[config.mk]
export PLATFORM = sky130hd
export DESIGN_NAME = comparator_irq_status
export DESIGN_NICKNAME = d
export VERILOG_FILES = /design/src/shared/cmp_irq_pkg.sv /design/src/hw/comparator_irq_status.sv /design/src/hw/startup_timer.sv /design/src/hw/sync2.sv
export SDC_FILE = /design/constraint.sdc
export NUM_CORES = 1
export LEC_CHECK = 0
export BUFFER_PORTS_ARGS = -buffer_cell sky130_fd_sc_hd__buf_4
export CAP_MARGIN = 20
export CELL_PAD_IN_SITES_DETAIL_PLACEMENT = 2
export CELL_PAD_IN_SITES_GLOBAL_PLACEMENT = 2
export CORE_UTILIZATION = 32
export CTS_CLUSTER_SIZE = 20
export DETAILED_ROUTE_END_ITERATION = 10
export MAX_ROUTING_LAYER = met4
export PLACE_DENSITY = 0.74
export SYNTH_ARGS = -nofsm -noshare
export SYNTH_HDL_FRONTEND = slang
export SYNTH_SLANG_ARGS = --single-unit
[constraint.sdc]
create_clock -name ref_clk -period 3.6 [get_ports ref_clk]
set_input_delay 0.72 -clock ref_clk [delete_from_list [all_inputs] [get_ports ref_clk]]
set_output_delay 0.72 -clock ref_clk [all_outputs]
set_load 0.005 [all_outputs]
[src/shared/cmp_irq_pkg.sv]
// Shared constants and the register bit layout for the comparator status and interrupt block.
// Assumes a 32-bit register port with byte offsets of eight bits.
package cmp_irq_pkg;

    localparam int NUM_CH = 8;
    localparam int NUM_WIN = 4;
    localparam int ADDR_W = 8;
    localparam int DATA_W = 32;
    localparam int STARTUP_W = 10;

    // Register byte offsets.
    localparam logic [7:0] OFS_LIVE_STATUS = 8'h04;
    localparam logic [7:0] OFS_IRQ_ENABLE = 8'h10;
    localparam logic [7:0] OFS_IRQ_DISABLE = 8'h14;
    localparam logic [7:0] OFS_IRQ_MASK = 8'h18;
    localparam logic [7:0] OFS_IRQ_PENDING = 8'h1c;
    localparam logic [7:0] OFS_PENDING_CLEAR = 8'h20;

    // Field positions: channel n uses bits 2n and 2n+1, window pairs start at bit 24.
    localparam int CH_LO_BIT = 0;
    localparam int CH_HI_BIT = 1;
    localparam int WIN_LSB = 24;

    // Reset values and the set of implemented bits.
    localparam logic [31:0] RST_MASK = 32'h0000_0000;
    localparam logic [31:0] RST_PENDING = 32'h0000_0000;
    localparam logic [31:0] RST_RDATA = 32'h0000_0000;
    localparam logic [31:0] IMPL_BITS = 32'h0f00_ffff;

    // Places eight low-bit flags, eight high-bit flags and four window flags in the common layout.
    function automatic logic [31:0] pack_layout(input logic [7:0] lo, input logic [7:0] hi, input logic [3:0] win);
        logic [31:0] r;
        r = 32'h0000_0000;
        for (int n = 0; n < NUM_CH; n++) begin
            r[2 * n + CH_LO_BIT] = lo[n];
            r[2 * n + CH_HI_BIT] = hi[n];
        end
        for (int w = 0; w < NUM_WIN; w++) begin
            r[WIN_LSB + w] = win[w];
        end
        return r;
    endfunction

endpackage

[src/hw/comparator_irq_status.sv]
// Live status, interrupt mask and pending bookkeeping for eight comparator channels and four window pairs.
// Assumes analog results and valid flags arrive as asynchronous levels and interrupt conditions as
// one-cycle pulses from channel logic on ref_clk.
// The clock enable freezes every register, the synchronisers included, so a level that moves while it
// is low is taken up two enabled edges after it returns. All enables, counts and conditions are
// expected to be settled levels or pulses on ref_clk.
//
// Functional notes
// (RULE1) Each window pair shows a live bit: one inside the window, zero outside.
// (RULE2) Channel ready bit is one only when output valid, enabled and startup elapsed.
// (RULE3) Channel comparison bit is one when positive input exceeds negative input.
// (RULE4) Writing ones to the enable port sets those mask bits; zeros change nothing.
// (RULE5) Writing ones to the disable port clears those mask bits; zeros change nothing.
// (RULE6) The mask register reads one for each enabled source, zero for each disabled.
// (RULE7) A window pending bit sets when its pair in window mode raises a condition.
// (RULE8) A startup-done pending bit sets when an enabled channel's startup delay elapses.
// (RULE9) A normal pending bit sets whenever its channel raises an interrupt condition; the code sets it only while the channel is enabled and started.
// (RULE10) A pending bit stays set until software writes one to its clear bit.
// (RULE11) Shared layout: channel n normal at 2n, startup at 2n+1, windows at 24..27.
// (RULE12) Clear-port ones clear pending bit and its request; zeros have no effect.
// (RULE13) After each enable a channel waits the startup count of generic ticks before starting.
// (RULE14) Interrupt line is high while any pending bit meets its set mask bit.
// (RULE15) Write-only ports read zero; writes to read-only registers are ignored.
//
// Local design decision: the strobed register port.
`timescale 1ns/10ps
module comparator_irq_status #(
    // Sizes of the interface: channels, window pairs and the startup count width.
    parameter int NUM_CH = cmp_irq_pkg::NUM_CH,
    parameter int NUM_WIN = cmp_irq_pkg::NUM_WIN,
    parameter int STARTUP_W = cmp_irq_pkg::STARTUP_W
) (
    // Clock, reset and enable
    input wire logic ref_clk,
    input wire logic sys_rst,
    input wire logic ce,
    // Register port
    input wire logic [cmp_irq_pkg::ADDR_W-1:0] bus_addr,
    input wire logic [cmp_irq_pkg::DATA_W-1:0] bus_wdata,
    input wire logic bus_wr,
    input wire logic bus_rd,
    output logic [cmp_irq_pkg::DATA_W-1:0] bus_rdata,
    // Channel control from the comparator interface, on ref_clk
    input wire logic [NUM_CH-1:0] channel_enable,
    input wire logic [STARTUP_W-1:0] startup_delay_count,
    input wire logic gclk_tick,
    // Analog side levels, asynchronous
    input wire logic [NUM_CH-1:0] comparator_output,
    input wire logic [NUM_CH-1:0] comparator_valid,
    input wire logic [NUM_WIN-1:0] window_inside,
    // Interrupt conditions from channel and window logic, one-cycle pulses on ref_clk, and the window mode levels
    input wire logic [NUM_CH-1:0] channel_cond,
    input wire logic [NUM_WIN-1:0] window_mode_en,
    input wire logic [NUM_WIN-1:0] window_cond,
    // Interrupt request and startup state
    output logic irq,
    output logic [NUM_CH-1:0] channel_started
);

    // Synchronised analog levels.
    logic [NUM_CH-1:0] cmp_out_s;
    logic [NUM_CH-1:0] cmp_valid_s;
    logic [NUM_WIN-1:0] win_inside_s;

    // Startup timers.
    logic [NUM_CH-1:0] started;
    logic [NUM_CH-1:0] startup_done;

    // Live flags.
    logic [NUM_CH-1:0] comparison_result_flag;
    logic [NUM_CH-1:0] comparator_ready_flag;
    logic [NUM_WIN-1:0] window_inside_flag;
    logic [31:0] live_status;

    // Interrupt state.
    logic [31:0] mask_ff;
    logic [31:0] nxt_mask;
    logic [31:0] mask_set;
    logic [31:0] mask_clr;
    logic [31:0] pending_ff;
    logic [31:0] nxt_pending;
    logic [31:0] pend_set;
    logic [31:0] pend_clr;
    logic [NUM_CH-1:0] channel_irq;
    logic [NUM_CH-1:0] startup_done_irq;
    logic [NUM_WIN-1:0] window_irq;
    logic [31:0] irq_hits;
    logic nxt_irq;
    logic irq_ff;
    logic [NUM_CH-1:0] started_ff;

    // Register port decode.
    logic wr_enable_port;
    logic wr_disable_port;
    logic wr_clear_port;
    logic [31:0] rd_value;
    logic [31:0] rdata_ff;

    // Offsets are compared in full, so no register has an alias elsewhere in the map; the cost is
    // a wider compare than a decode of the low address bits alone would need.
    function automatic logic addr_hit(input logic [cmp_irq_pkg::ADDR_W-1:0] addr, input logic [7:0] ofs);
        return addr == ofs;
    endfunction

    // Each analog level passes two flops before any logic reads it. Bits are not kept coherent
    // with one another, which is harmless because every bit is an independent level.
    sync2 #(
        .W(NUM_CH)
    ) u_sync_out (
        .ref_clk(ref_clk),
        .sys_rst(sys_rst),
        .ce(ce),
        .async_in(comparator_output),
        .sync_out(cmp_out_s)
    );

    sync2 #(
        .W(NUM_CH)
    ) u_sync_valid (
        .ref_clk(ref_clk),
        .sys_rst(sys_rst),
        .ce(ce),
        .async_in(comparator_valid),
        .sync_out(cmp_valid_s)
    );

    sync2 #(
        .W(NUM_WIN)
    ) u_sync_win (
        .ref_clk(ref_clk),
        .sys_rst(sys_rst),
        .ce(ce),
        .async_in(window_inside),
        .sync_out(win_inside_s)
    );

    // One startup timer per channel, restarted on every enable. All channels share one startup
    // count, so channels enabled in the same cycle also start in the same cycle.
    for (genvar n = 0; n < NUM_CH; n++) begin : g_startup
        startup_timer #(
            .W(STARTUP_W)
        ) u_timer (
            .ref_clk(ref_clk),
            .sys_rst(sys_rst),
            .ce(ce),
            .enable(channel_enable[n]),
            .gclk_tick(gclk_tick),
            .delay(startup_delay_count),
            .started(started[n]),
            .done_pulse(startup_done[n])
        ); // see (RULE13)
    end

    // Live status. The bits lag the pins by two enabled edges, so a level shorter than that may
    // never be seen by software.
    always_comb begin
        comparison_result_flag = cmp_out_s; // see (RULE3)
        comparator_ready_flag = cmp_valid_s & channel_enable & started; // see (RULE2)
        window_inside_flag = win_inside_s; // see (RULE1)
    end

    always_comb begin
        live_status = cmp_irq_pkg::pack_layout(comparison_result_flag, comparator_ready_flag,
                                               window_inside_flag); // see (RULE11)
    end

    // Interrupt sources. A channel's conditions are ignored until it has started, since its
    // comparison is not yet trusted.
    always_comb begin
        channel_irq = channel_cond & channel_enable & started; // see (RULE9) see (RULE13)
        // A startup pulse that meets a disable in the same cycle is dropped with the channel.
        startup_done_irq = startup_done & channel_enable; // see (RULE8)
        // Window conditions count only while their pair is in window mode.
        window_irq = window_cond & window_mode_en; // see (RULE7)
    end

    always_comb begin
        pend_set = cmp_irq_pkg::pack_layout(channel_irq, startup_done_irq, window_irq); // see (RULE11)
    end

    // Write decode; writes to the read-only offsets fall through and change nothing, and writes
    // to unmapped offsets are ignored the same way.
    always_comb begin
        wr_enable_port = bus_wr && addr_hit(bus_addr, cmp_irq_pkg::OFS_IRQ_ENABLE);
        wr_disable_port = bus_wr && addr_hit(bus_addr, cmp_irq_pkg::OFS_IRQ_DISABLE);
        wr_clear_port = bus_wr && addr_hit(bus_addr, cmp_irq_pkg::OFS_PENDING_CLEAR); // see (RULE15)
    end

    // Enable and disable writes decode into separate set and clear vectors.
    always_comb begin
        mask_set = 32'h0000_0000;
        mask_clr = 32'h0000_0000;
        if (wr_enable_port) begin
            mask_set = bus_wdata & cmp_irq_pkg::IMPL_BITS; // see (RULE4)
        end
        if (wr_disable_port) begin
            mask_clr = bus_wdata & cmp_irq_pkg::IMPL_BITS; // see (RULE5)
        end
    end

    // Mask update; only one write happens per cycle, so set and clear never meet.
    always_comb begin
        nxt_mask = (mask_ff & ~mask_clr) | mask_set;
    end

    // Unimplemented positions are never set, so they read zero.
    always_ff @(posedge ref_clk) begin
        if (sys_rst) begin
            mask_ff <= cmp_irq_pkg::RST_MASK;
        end else if (ce) begin
            mask_ff <= nxt_mask;
        end
    end

    // Clear-port ones pick the bits to drop; zeros and unimplemented positions do nothing.
    always_comb begin
        pend_clr = wr_clear_port ? (bus_wdata & cmp_irq_pkg::IMPL_BITS) : 32'h0000_0000; // see (RULE12)
    end

    // Pending update. A new event in the same cycle as its clear wins, so it is never lost.
    always_comb begin
        nxt_pending = (pending_ff & ~pend_clr) | pend_set; // see (RULE10)
    end

    // Reset leaves no source pending, and with the mask clear the request stays low.
    always_ff @(posedge ref_clk) begin
        if (sys_rst) begin
            pending_ff <= cmp_irq_pkg::RST_PENDING;
        end else if (ce) begin
            pending_ff <= nxt_pending;
        end
    end

    // Sources that are both pending and enabled drive the request.
    always_comb begin
        irq_hits = pending_ff & mask_ff; // see (RULE14)
        nxt_irq = |irq_hits;
    end

    // The request follows the stored state with one cycle of lag, so a clear drops it
    // two edges after the write.
    always_ff @(posedge ref_clk) begin
        if (sys_rst) begin
            irq_ff <= 1'b0;
        end else if (ce) begin
            irq_ff <= nxt_irq; // see (RULE14) see (RULE12)
        end
    end

    // The started state leaves through a flop, so the output has no path back into the timers.
    always_ff @(posedge ref_clk) begin
        if (sys_rst) begin
            started_ff <= '0;
        end else if (ce) begin
            started_ff <= started;
        end
    end

    // Read mux; write-only ports and unmapped offsets read zero.
    always_comb begin
        case (bus_addr)
            cmp_irq_pkg::OFS_LIVE_STATUS: begin
                // Live status is read straight from the synchronised levels, never latched.
                rd_value = live_status;
            end
            cmp_irq_pkg::OFS_IRQ_MASK: begin
                rd_value = mask_ff; // see (RULE6)
            end
            cmp_irq_pkg::OFS_IRQ_PENDING: begin
                rd_value = pending_ff;
            end
            cmp_irq_pkg::OFS_IRQ_ENABLE,
            cmp_irq_pkg::OFS_IRQ_DISABLE,
            cmp_irq_pkg::OFS_PENDING_CLEAR: begin
                // The write-only ports act on mask and pending state and keep nothing to return.
                rd_value = 32'h0000_0000; // see (RULE15)
            end
            default: begin
                rd_value = 32'h0000_0000; // see (RULE15)
            end
        endcase
    end

    // Read data stands only in the cycle after the strobe.
    // Returning zero between reads keeps a stale word off the port.
    always_ff @(posedge ref_clk) begin
        if (sys_rst) begin
            rdata_ff <= cmp_irq_pkg::RST_RDATA;
        end else if (ce) begin
            rdata_ff <= bus_rd ? rd_value : 32'h0000_0000;
        end
    end

    // Every output leaves straight from a register.
    assign bus_rdata = rdata_ff;
    assign irq = irq_ff;
    assign channel_started = started_ff;

endmodule

[src/hw/startup_timer.sv]
// Startup delay of one comparator channel, counted in generic clock ticks.
// Assumes the tick and the enable come from logic on ref_clk.
`timescale 1ns/10ps
module startup_timer #(
    parameter int W = 10
) (
    // Clock, reset and enable
    input wire logic ref_clk,
    input wire logic sys_rst,
    input wire logic ce,
    // Control
    input wire logic enable,
    input wire logic gclk_tick,
    input wire logic [W-1:0] delay,
    // Status
    output logic started,
    output logic done_pulse
);

    typedef enum logic [2:0] {
        ST_IDLE = 3'b001,
        ST_COUNT = 3'b010,
        ST_RUN = 3'b100
    } timer_state_t;

    timer_state_t state_ff;
    logic [W-1:0] cnt_ff;
    logic done_ff;

    // Each new enable restarts the count, so a short disable costs a full startup again.
    always_ff @(posedge ref_clk) begin
        if (sys_rst) begin
            state_ff <= ST_IDLE;
            cnt_ff <= '0;
            done_ff <= 1'b0;
        end else if (ce) begin
            done_ff <= 1'b0;
            case (state_ff)
                ST_IDLE: begin
                    cnt_ff <= '0;
                    if (enable && delay == '0) begin
                        state_ff <= ST_RUN;
                        done_ff <= 1'b1;
                    end else if (enable) begin
                        state_ff <= ST_COUNT;
                    end
                end
                ST_COUNT: begin
                    if (!enable) begin
                        state_ff <= ST_IDLE;
                    end else if (gclk_tick && cnt_ff == W'(delay - 1'b1)) begin
                        state_ff <= ST_RUN;
                        done_ff <= 1'b1;
                    end else if (gclk_tick) begin
                        cnt_ff <= W'(cnt_ff + 1'b1);
                    end
                end
                ST_RUN: begin
                    if (!enable) begin
                        state_ff <= ST_IDLE;
                    end
                end
                default: begin
                    state_ff <= ST_IDLE;
                end
            endcase
        end
    end

    assign started = (state_ff == ST_RUN);
    assign done_pulse = done_ff;

endmodule

[src/hw/sync2.sv]
// Two-stage synchroniser for a vector of independent levels.
// Assumes each bit is a slow level; multi-bit words are not kept coherent.
`timescale 1ns/10ps
module sync2 #(
    parameter int W = 8
) (
    // Clock, reset and enable
    input wire logic ref_clk,
    input wire logic sys_rst,
    input wire logic ce,
    // Levels
    input wire logic [W-1:0] async_in,
    output logic [W-1:0] sync_out
);

    logic [W-1:0] meta_ff;
    logic [W-1:0] stable_ff;

    // The first stage feeds only the second stage.
    always_ff @(posedge ref_clk) begin
        if (sys_rst) begin
            meta_ff <= '0;
            stable_ff <= '0;
        end else if (ce) begin
            meta_ff <= async_in;
            stable_ff <= meta_ff;
        end
    end

    assign sync_out = stable_ff;

endmodule

== Word-level counts from Yosys, hierarchy flattened ==
Cells that the tools add are included.
Widths: inputs -> output; s select.

* Register bits after elaboration: 257
* Latch bits: 0
* Bits in writable memories: 0
* Memory bits (read-only): 0
* Input bits: 100
* Memories: 0

* Add/sub/neg operators: 9
* Multipliers: 0
* Div/mod/pow operators: 0
* Order comparisons: 0
* Eq/ne operators: 86
* Shift-type cells: 0
* Mux-type cells: 117
* Bitwise logic cells: 13
* Reductions and logical operators: 45

{| class="wikitable"
|+ Operator list
! cell !! count
|-
| $mux 10 || 24
|-
| $pmux 10 s2 || 8
|-
| $mux 3 || 40
|-
| $and 32x32->32 || 3
|-
| $pmux 32 s3 || 1
|-
| $mux 28 || 3
|-
| $add 10x1->10 const B || 8
|-
| $eq 10x10->1 || 8
|-
| $pmux 3 s3 || 8
|-
| $ne 2x2->1 const B || 32
|-
| $ne 3x2->1 const B || 16
|-
| $and 8x8->8 || 5
|-
| $reduce_and 5->1 || 8
|-
| $eq 8x5->1 const B || 4
|-
| $mux 32 || 1
|-
| $not 28->32 || 1
|-
| $not 32->32 || 1
|-
| $or 32x28->32 || 1
|-
| $or 32x32->32 || 1
|-
| $reduce_and 4->1 || 8
|-
| $reduce_or 32->1 || 1
|-
| $eq 3x1->1 const B || 8
|-
| $eq 3x2->1 const B || 8
|-
| $eq 3x3->1 const B || 8
|-
| other kinds (9) || 64
|}

== Depth between registers and ports, before layout ==
Gate-level depths: netlist of the first run.

* Depth in word-level cells: 6
* Gate-level depth with buffers: 13
* Mapped depth without buffers: 10

== Modules after synthesis ==
A second synthesis of the first run with hierarchy kept.

* Cells, all modules: 1,658
* Area total of the unflattened synthesis: 13,709.4 µm²

{| class="wikitable"
|+ By module, submodules not included
! module !! instances !! cells an instance !! area each (µm²) !! sequential area each (µm²)
|-
| startup_timer at g_startup[0].u_timer ... || 4 || 144 || 1,127.3 || 280.3
|-
| comparator_irq_status || 1 || 356 || 3,250.6 || 1,381.3
|-
| startup_timer at g_startup[6].u_timer ... || 2 || 149 || 1,144.8 || 280.3
|-
| sync2 at u_sync_out ... || 2 || 52 || 580.6 || 320.3
|-
| startup_timer at g_startup[4].u_timer || 1 || 152 || 1,123.6 || 280.3
|-
| startup_timer at g_startup[5].u_timer || 1 || 146 || 1,089.8 || 280.3
|-
| sync2 at u_sync_win || 1 || 26 || 285.3 || 160.2
|}

== Worst setup path before layout of the first run ==
Ideal clock, no wire load.

* Path type: input port to flip-flop
* Start: input port startup_delay_count[0]
* End: register g_startup[0].u_timer.cnt_ff[8]
* Arrival time: 3,471 ps
* Data required time: 3,485 ps
* Slack: 14 ps
* Stages: 13
* Path through: buf_4 inv_1 ha_1 clkbuf_1 nor3b_1 xnor2_1 a21oi_1 or4_1 or4_4 a21oi_4 buf_6 nor3_1 o21a_1

* Longest elaborated chain between the ends: 5

{| class="wikitable"
|+ Ends and longest elaborated chain
! element !! RTL line !! source
|-
| start, declared || comparator_irq_status.sv:45 || <nowiki>input wire logic [STARTUP_W-1:0] startup_delay_count,</nowiki>
|-
| $sub 10x1->10 || startup_timer.sv:51 || <nowiki>end else if (gclk_tick && cnt_ff == W'(delay - 1'b1)) begin</nowiki>
|-
| $eq 10x10->1 || startup_timer.sv:51 ||
|-
| $logic_and 1x1->1 || startup_timer.sv:51 ||
|-
| $ne 2x2->1 (no line) || n/a ||
|-
| $reduce_and 5->1 (no line) || n/a ||
|-
| end signal, assigned || startup_timer.sv:55 || <nowiki>cnt_ff <= W'(cnt_ff + 1'b1);</nowiki>
|-
| end, declared || startup_timer.sv:27 || <nowiki>logic [W-1:0] cnt_ff;</nowiki>
|}

Every way passes these cells.
A chain may end at the register's enable or synchronous reset.

== Final worst setup path of the first run ==
* Start: input port startup_delay_count[0]
* End: register g_startup[2].u_timer.cnt_ff[5]

* Longest elaborated chain between the ends: 5

{| class="wikitable"
|+ Ends and longest elaborated chain
! element !! RTL line
|-
| $sub 10x1->10 || startup_timer.sv:51
|-
| $eq 10x10->1 || startup_timer.sv:51
|-
| $logic_and 1x1->1 || startup_timer.sv:51
|-
| $ne 2x2->1 (no line) || n/a
|-
| $reduce_and 5->1 (no line) || n/a
|-
| end signal, assigned || startup_timer.sv:55
|-
| end, declared || startup_timer.sv:27
|}

Every way passes these cells.

==> impl_results.md, run 1 <==
* Worst Hold Margin at 0.3715 ns
* Setup tns final at 0 ns
* Critical Path End Type: flip-flop
* Post-synth EDFFs at 0
* Die area at approximately 0.04 mm2
* Bufs on Longest Clock Path at 3
* GRT Util Overall at 24.15%
* RSZ-0062 raised after global routing: no
* Root buf cell: clkbuf_16
* Area after DPL at ~0.014 mm2
* Final Setup Violations at 0
* Leak Pwr at 5.925 nW
* Fin area at between 0.015 and 0.02 mm2
* Total gr overflow at 0
* Setup bufs post-CTS at 0
* Status: complete, no violations
* Fmax at 311.3 MHz
* DRC viols at 0
* Reg clk slew, reported paths at 0.06 ns
* Top FF cell, synth: dfxtp_1
* Initial DRC count at between 500 and 600
* Synth area leaders: dfxtp_1, mux2i_1, nor2_1
* Avg Inst Size Synth at between 8 and 9 um2
* Post-CTS Resized at 0
* Warnings from Yosys at 0
* Fin nets at approximately 1800
* Final GP Congestion at roughly 0.9
* Netlist cell types at 82
* Mapped Area at about 0.013 mm2
* Antenna violations before repair at 1
* Worst hold stages at 3
* Final Max Tran Viols at 0
* Number of clock sinks at about 220
* IO Pins at between 100 and 150
* # hold bufs at CTS at 0
* Crit path from: startup_delay_count[0]
* Worst Skew at approximately 0.023 ns
* Met2 routed WL at around 23 mm
* WL/cell at approximately 22 um
* Max Used Layer: met4
* Final period util at 89.23%
* Starting Density at between 30% and 40%
* PD cells at 396.5 mW/mm2
* Num CTS Buffers at 28
* Syn-to-layout area delta at 21.05%
* First-pass GRT wire length at 74.97 mm
* Pin count of the biggest net entering global routing at 120
* Number of port buffers at between 100 and 150
* Hold path start: window_inside[0]
* Die span in y at about 200 um
* Total wire length at between 40 and 50 mm
* CP max FO at 12
* Iteration count of the initial detailed-routing pass at 4
* CORE AREA at between 0.03 and 0.04 mm2
* CTS tree: yes
* Multi-input logic area at between 0.007 and 0.008 mm2
* Data arrival time of the worst path at 3.71 ns
* # fillers at approximately 4400
* Reg area at approximately 0.0044 mm2
* #FFs+latches synth at 221
* Seq/Total Area, Yosys at approximately a third
* Rel. slew slack at 37.48%
* Asr flop ratio synth at 0%
* Share of post-route cells with drive strength above 1 at about 16%
* Actual slew at the worst max-slew pin at 0.9357 ns
* Post-route ant nets at 0
* Row cnt at between 70 and 80
* H-tree levels at 1
* Top cell type's share of synthesized area at 35.13%
* CP Class: input pin to flip-flop
* Die W at 200.4 um
* CP startpoint kind: input pin
* Post-layout min period at about 3.2 ns
* Vias in the first global route at 13260
* HPWL after DPL at 35.13 mm
* Hold Violations, Final at 0
* Met3 wire length at between 2 and 2.5 mm
* Critical path data required time at 4.10 ns
* Hold WC Path Type: input pin to flip-flop
* Reg2Reg Depth at 9
* Cell taking the most area after synthesis: dfxtp_1
* DR vias/cell at about 5.6
* RR Startpoint: g_startup[2].u_timer.cnt_ff[4]$_SDFFE_PP0P_
* Clock latency on the worst-skew pair at between 0.5 and 0.6 ns
* Synth Instances at between 1500 and 2000
* Fin util at about 40%
* VDD IR-drop max at 0.3234 mV
* Vias at roughly 12000
* Max Cap Viol at 0
* Metal-1 WL at between 20 and 25 mm
layer usage:
layer	up-vias	global-route usage (%)
met1	6225	28.53
met2	228	41.16
met4	0	7.797
met5	-	-
li1	5793	-
met3	89	4.572
report_power, final:
part           internal, mW  switching [mW]
Combinational         0.276           0.404
Clock                  1.68            1.16
Sequential             2.48          0.0397
Total                  4.44            1.61
cells in the mapped netlist, drive strengths merged, types with 14 or more instances:
master / number
xnor3: 20
nand4: 46
a21oi: 109
nor3b: 14
xnor2: 49
a32oi: 15
buf: 32
nor3: 24
o21ai: 82
o211ai: 15
or3: 23
nand3: 53
and3: 24
nand2b: 32
clkbuf: 72
nor2b: 16
nor2: 212
a22oi: 29
nand2: 148
xor2: 29
dfxtp: 221
inv: 26
mux2i: 79
metrics by stage:
step | total power, mW | std cells | worst slack, ns
6_report | 6.045 | 2217 | 0.3876
5_1_grt | 6.283 | 2217 | 0.2672
4_1_cts | 6.129 | 2216 | 0.4571
3_5_place_dp | 3.252 | 2165 | -0.1352
3_3_place_gp | 3.229 | 2165 | -0.07780
2_1_floorplan | 2.975 | 1557 | 0.01448
cell usage in the layout, fill, tap and decap left out, types with 29 or more instances in the layout:
cell      Yosys  layout
a21oi_1     108     108
nand2_1     148     148
nand4_1      46      46
nand3_1      53      53
buf_4        14     192
xnor2_1      49      49
nor2_1      210     210
xor2_1       29      29
o21ai_0      75      75
a22oi_1      29      29
mux2i_1      79      79
dfxtp_1     221     221
nand2b_1     32      32
flip-flops by register name, summed over array words and instances, names as in the netlist:
name                          count
bus_rdata                        20
channel_started                   8
g_startup.u_timer.cnt_ff         80
g_startup.u_timer.done_pulse      8
g_startup.u_timer.state_ff       24
irq                               1
mask_ff                          20
pending_ff                       20
u_sync_out.meta_ff                8
u_sync_out.sync_out               8
u_sync_valid.meta_ff              8
u_sync_valid.sync_out             8
u_sync_win.meta_ff                4
u_sync_win.sync_out               4
layout make-up:
class                           instances  share of cell area [%]
Multi-Input combinational cell       1206                   50.26
Antenna cell                            1                 0.01641
Inverter                               26                  0.6401
Timing Repair Buffer                  194                   9.717
Clock buffer                           46                   5.564
Clock inverter                          5                  0.5334
Tap cell                              518                   4.251
Sequential cell                       221                   29.02
cell families (layout without fill, tap and decap cells):
logic type,count (synthesis),after routing,share of synthesized area [%]
compound gates,339,339,17.32
xor+xnor,98,98,9.001
fa+ha+maj,11,11,1.073
buf+inv,130,271,4.510
flops,221,221,35.13
mux,79,79,6.279
other cells,1,13,0.02977
simple gates,667,667,26.66
path summary, 6_finish.rpt:
path | endpoint | slack, ns
max | g_startup[2].u_timer.cnt_ff[5]$_SDFFE_PP0P_ | 0.39
min | u_sync_win.meta_ff[0]$_SDFFE_PP0P_ | 0.37
max reg2reg | g_startup[2].u_timer.cnt_ff[5]$_SDFFE_PP0P_ | 1.05
min reg2reg | g_startup[7].u_timer.done_pulse$_SDFFE_PP0P_ | 0.46
critical path, stage by stage:
cell and delay, ns:
buf_4 0.11, inv_1 0.07, ha_1 0.18, or4b_1 0.52, buf_4 0.19, nor2_2 0.27, o2111a_1 0.25, nand4_1 0.12
or4b_4 0.60, a41oi_2 0.20, buf_4 0.21, o21ai_0 0.11, a21oi_1 0.15
(Power assumes the default switching activity.)
==> run 2: changes to the inputs <==
- CORE_UTILIZATION: 32 -> 38
- PLACE_DENSITY: 0.74 -> 0.82
- clock period: 3.6 -> 3.9 ns (I/O delays scaled with it)
==> run 2 against run 1 <==
Effect of this change: worst setup slack better by 0.11 ns; die area is 16% lower; first-iteration DRC count is 2.9% higher; clock power is 8.5% higher; register-to-register slack better by 0.05 ns; sequential share of layout area is 0.21 points higher; power is 0.28% lower; via count is 0.19% higher; largest power group unchanged.
==> impl_results.md, run 2 (same netlist as run 1, synthesis figures left out) <==
* DR vias/cell at 5.846
* GRT busiest layer: met2
* Bufs on Longest Clock Path at 3
* Actual slew at the worst max-slew pin at a little over 0.9 ns
* Clock latency on the worst-skew pair at 0.58 ns
* Fin util at 46.52%
* GR Util met1 at 34.98%
* Critical Path End Type: flip-flop
* Total wire length at 49.47 mm
* Starting Density at between 30 and 40%
* H-tree levels at 1
* Setup bufs post-CTS at 0
* PD cells at roughly 400 mW/mm2
* Reg area at 0.004424 mm2
* Data arrival time of the worst path at between 3 and 4 ns
* Commonest non-fill, non-tap cell in the layout: dfxtp_1
* Top reg by flops: g_startup.u_timer.cnt_ff
* Rel. slew slack at 38.61%
* Die W at 184.1 um
* Setup tns final at 0 ns
* Die span in y at ~180 um
* RSZ-0062 raised after global routing: no
* VDD IR-drop max at around 0.41 mV
* Syn-to-layout area delta at 20.17%
* Row cnt at between 60 and 70
* Die area at about 0.034 mm2
* Status: complete, no violations
* Iteration count of the initial detailed-routing pass at 5
* CORE AREA at ~0.033 mm2
* DRC viols at 0
* Met2 usage at 52.38%
* Post-layout min period at around 3.4 ns
* Initial DRC count at 572
* Final Max Tran Viols at 0
* Worst Skew at between 0.02 and 0.025 ns
* WL/cell at approximately 23 um
* Total gr overflow at 0
* Final Setup Violations at 0
* Final period util at between 80% and 90%
* IO Pins at 141
* Most frequent cells in the layout: dfxtp_1, nor2_1, buf_4
* Vias in the first global route at roughly 14000
* HPWL after DPL at about 34 mm
* Max FFs per register at 80
* Vias at between 10000 and 15000
* Antenna violations before repair at 0
* GRT Util Overall at between 30 and 40%
* Pin count of the biggest net entering global routing at around 130
* CTS tree: yes
* Hold Violations, Final at 0
* Post-CTS Resized at 0
* N_diodes at 0
* Reg clk slew, reported paths at 0.06 ns
* Critical path data required time at between 4 and 5 ns
* CP Class: input pin to flip-flop
* Number of clock sinks at 221
* Num CTS Buffers at 28
* Final GP Congestion at slightly below 0.9
* Max Cap Viol at 0
* Biggest regs: g_startup.u_timer.cnt_ff x80, g_startup.u_timer.state_ff x24
* # hold bufs at CTS at 0
* Post-route ant nets at 0
* Number of port buffers at ~120
* Met3 GRT Util at 5.289%
* CP max FO at 10
* # fillers at ~3700
* Share of post-route cells with drive strength above 1 at between 10% and 20%
* Root buf cell: clkbuf_16
* Fin nets at 1760
* Leak Pwr at about 6 nW
* Hold WC Path Type: input pin to flip-flop
* CP startpoint kind: input pin
* First-pass GRT wire length at around 80 mm
* Fmax at roughly 300 MHz
* Multi-input logic area at 0.007669 mm2
-- run 2: cell count changes in the layout (fill, tap and decap cells not counted) --
cell	change
clkinv_4	-1
diode_2	-1
clkinvlp_4	+3
nor4_2	+1
buf_12	+1
clkbuf_1	-9
clkinv_2	+2
bufinv_16	+6
buf_4	-28
nor4_1	-1
-- run 2: final timing paths --
kind | start | endpoint | slack, ns | cells after the start
setup / recovery | startup_delay_count[0] | g_startup[6].u_timer.cnt_ff[6]$_SDFFE_PP0P_ | 0.50 | 13
hold / removal | window_inside[3] | u_sync_win.meta_ff[3]$_SDFFE_PP0P_ | 0.45 | 3
hold reg to reg | g_startup[3].u_timer.done_pulse$_SDFFE_PP0P_ | g_startup[3].u_timer.done_pulse$_SDFFE_PP0P_ | 0.47 | 2
setup reg to reg | g_startup[3].u_timer.cnt_ff[1]$_SDFFE_PP0P_ | g_startup[3].u_timer.cnt_ff[0]$_SDFFE_PP0P_ | 1.10 | 9
-- run 2: critical path, cell delays in order --
cell and delay (ns):
buf_4 0.12, inv_1 0.08, ha_1 0.24, or4b_1 0.50
buf_4 0.20, nor2_1 0.17, buf_4 0.17, a21oi_1 0.05
nor4_1 0.54, nand2_1 0.21, a31oi_2 0.48, or4_1 0.19
a21oi_1 0.06
-- run 2: final cells by class --
type,instances,share of cell area (%)
flip-flops and latches,221,29.23
inverters,26,0.6448
multi-input cells,1206,50.67
well taps,442,3.654
clock inverters,15,1.885
repair buffers,167,8.532
clock buffers,37,5.382
-- run 2: through the flow --
stage	power (mW)	cells	setup WS [ns]	area (um2)	hold WS, ns
after detailed placement	2.987	2062	-0.002391	14030	0.4620
after floorplan	2.746	1557	0.2545	12640	0.4161
final	6.028	2114	0.4993	15130	0.4479
after global placement	2.958	2062	0.1693	14030	0.4408
after CTS	6.071	2114	0.5592	15130	0.4316
after global routing	6.224	2114	0.3416	15130	0.4439
-- run 2: where the power goes --
part	total [mW]	switching, mW	leakage (nW)	internal (mW)
registers	2.33	0.0395	1.79	2.29
logic	0.620	0.379	3.56	0.241
clock network	3.08	1.14	0.526	1.94
-- run 2: per-layer routing --
metal | share of wire (%) | vias to the layer above
met1 | 41 | 6205
met4 | 4.7 | 0
met5 | 0 | -
met2 | 49 | 300
met3 | 4.9 | 119
li1 | - | 5734
==> run 3: changes to the inputs <==
- CORE_UTILIZATION: 38 -> 35
- PLACE_DENSITY: 0.82 -> 0.77
- clock period: 3.9 -> 3.5 ns (I/O delays scaled with it)
==> run 3 against run 2 <==
Effect of this change: the run now ends with DRC left; via count increased by 0.35%; first-iteration DRC count decreased by 20%; worst setup slack got worse by 0.31 ns; design area increased by 1.5%; sequential share of layout area decreased by 0.44 points; flip-flop and latch count unchanged; non-clock buffer count increased by 42.
==> impl_results.md, run 3 (same netlist as run 1, synthesis figures left out) <==
* Status: complete, but fails checks
* Failing checks: DRC
* Data arrival time of the worst path at 3.79 ns
* Die W at 191.7 um
* Reg clk slew, reported paths at about 0.06 ns
* Share of post-route cells with drive strength above 1 at between 10% and 20%
* Final Max Tran Viols at 0
* GRT Util Overall at between 20% and 30%
* VDD IR-drop max at slightly below 0.4 mV
* Crit path to: g_startup[2].u_timer.cnt_ff[7]$_SDFFE_PP0P_
* Hold WC Path Type: input pin to flip-flop
* Vias in the first global route at 13530
* Clock latency on the worst-skew pair at roughly 0.58 ns
* Rel. slew slack at slightly below 30%
* # hold bufs at CTS at 0
* Leak Pwr at between 6 and 7 nW
* Most frequent cells in the layout: dfxtp_1, nor2_1, buf_4
* Biggest regs: g_startup.u_timer.cnt_ff x80, g_startup.u_timer.state_ff x24
* Hold Violations, Final at 0
* Critical path data required time at 3.98 ns
* Reg2reg end: g_startup[3].u_timer.cnt_ff[8]$_SDFFE_PP0P_
* Critical Path End Type: flip-flop
* CP Class: input pin to flip-flop
* Fin nets at 1802
* Vias at between 10000 and 15000
* H-tree levels at 1
* RR Startpoint: g_startup[3].u_timer.cnt_ff[0]$_SDFFE_PP0P_
* WL/cell at between 20 and 25 um
* CORE AREA at ~0.035 mm2
* Crit path from: startup_delay_count[1]
* Syn-to-layout area delta at 21.99%
* Die span in y at ~190 um
* Max Cap Viol at 0
* Actual slew at the worst max-slew pin at about 1.1 ns
* CP startpoint kind: input pin
* RSZ-0062 raised after global routing: no
* Total wire length at just under 50 mm
* CP max FO at 12
* Max FFs per register at 80
* Die area at about 0.037 mm2
* Row cnt at between 60 and 70
* Starting Density at a little over a third
* Initial DRC count at ~460
* Number of port buffers at between 100 and 150
* Num CTS Buffers at 28
* DR vias/cell at 5.704
* Reg2Reg Depth at 9
* Hold path start: comparator_output[3]
* Setup bufs post-CTS at 0
* Total gr overflow at 0
* Final GP Congestion at ~0.85
* Number of clock sinks at roughly 220
* Worst Skew at approximately 0.037 ns
* N_diodes at 0
* Post-layout min period at ~3.3 ns
* PD cells at roughly 420 mW/mm2
* Worst Hold Margin at approximately 0.36 ns
* Final Setup Violations at 0
* Post-route ant nets at 0
* Flop2flop setup slack at approximately 0.9 ns
* Iteration count of the initial detailed-routing pass at 8
* Commonest non-fill, non-tap cell in the layout: dfxtp_1
* First-pass GRT wire length at around 76 mm
* HPWL after DPL at 35.12 mm
* Final period util at a little over nine tenths
* Final worst setup slack at about 0.18 ns
* Top reg by flops: g_startup.u_timer.cnt_ff
* Fin util at 43.30%
* Pin count of the biggest net entering global routing at approximately 130
* IO Pins at between 100 and 150
* Fmax at slightly above 300 MHz
* Post-CTS Resized at 0
* Root buf cell: clkbuf_16
* Post-Place Worst Slack at -0.3146 ns
* Bufs on Longest Clock Path at 3
* DRC viols at 2
* Antenna violations before repair at 0
* CTS tree: yes
* Pwr Total at around 6.4 mW
## run 3: changes by cell type in the layout (fill, tap and decap cells not counted), sizes merged
| cell | before | now |
|---|---|---|
| clkinvlp | 4 | 0 |
| clkbuf | 37 | 45 |
| clkinv | 4 | 3 |
| bufinv | 7 | 3 |
| buf | 167 | 209 |
## run 3: through the flow
step | instances | setup TNS [ns] | area [um2]
after detailed placement | 2123 | -11.69 | 14370
after global routing | 2174 | 0 | 15360
final | 2174 | 0 | 15360
after floorplan | 1557 | 0 | 12650
after CTS | 2174 | 0 | 15360
after global placement | 2122 | -1.932 | 14370
## run 3: report_power, final
group | switching, mW | total (mW) | leakage (nW) | internal (mW)
clock network | 1.19 | 3.10 | 0.487 | 1.90
registers | 0.0418 | 2.60 | 1.79 | 2.56
logic | 0.424 | 0.713 | 3.77 | 0.290
total | 1.66 | 6.41 | 6.04 | 4.75
## run 3: per-layer routing
metal / track usage (%) / wire (um) / part of all wire (%)
met1: 31.48 / 20580 / 42
met2: 47.67 / 24440 / 50
met3: 4.915 / 2230 / 4.6
met4: 9.127 / 1704 / 3.5
met5: - / 0 / 0
## run 3: worst min path at each step
stage                                                   end  depth (start not counted)  slack [ns]
2_1_floorplan  g_startup[3].u_timer.done_pulse$_SDFFE_PP0P_                          2        0.42
5_1_grt                  u_sync_out.meta_ff[2]$_SDFFE_PP0P_                          3        0.36
3_5_place_dp   g_startup[7].u_timer.done_pulse$_SDFFE_PP0P_                          2        0.45
3_3_place_gp   g_startup[7].u_timer.done_pulse$_SDFFE_PP0P_                          2        0.44
6_report                 u_sync_out.meta_ff[3]$_SDFFE_PP0P_                          3        0.36
4_1_cts                  u_sync_out.meta_ff[3]$_SDFFE_PP0P_                          3        0.34
## run 3: critical path, cell delays in order
cell and delay, ns:
buf_4 0.11, inv_1 0.08, ha_1 0.19, or4b_1 0.60, buf_4 0.21, buf_4 0.13, nor3_1 0.29, nor2_1 0.14
xor2_1 0.18, or4b_4 0.51, a41oi_2 0.20, buf_4 0.20, o21ai_0 0.11, a21oi_1 0.13
## run 3: cell type report
cell class,instances,area (um2)
clock buffer,45,864.6
clock inverter,6,130.1
fill,4042,20120
inverter,26,97.59
multi-input combinational,1206,7680
sequential,221,4424
tap,461,576.8
timing repair buffer,209,1592
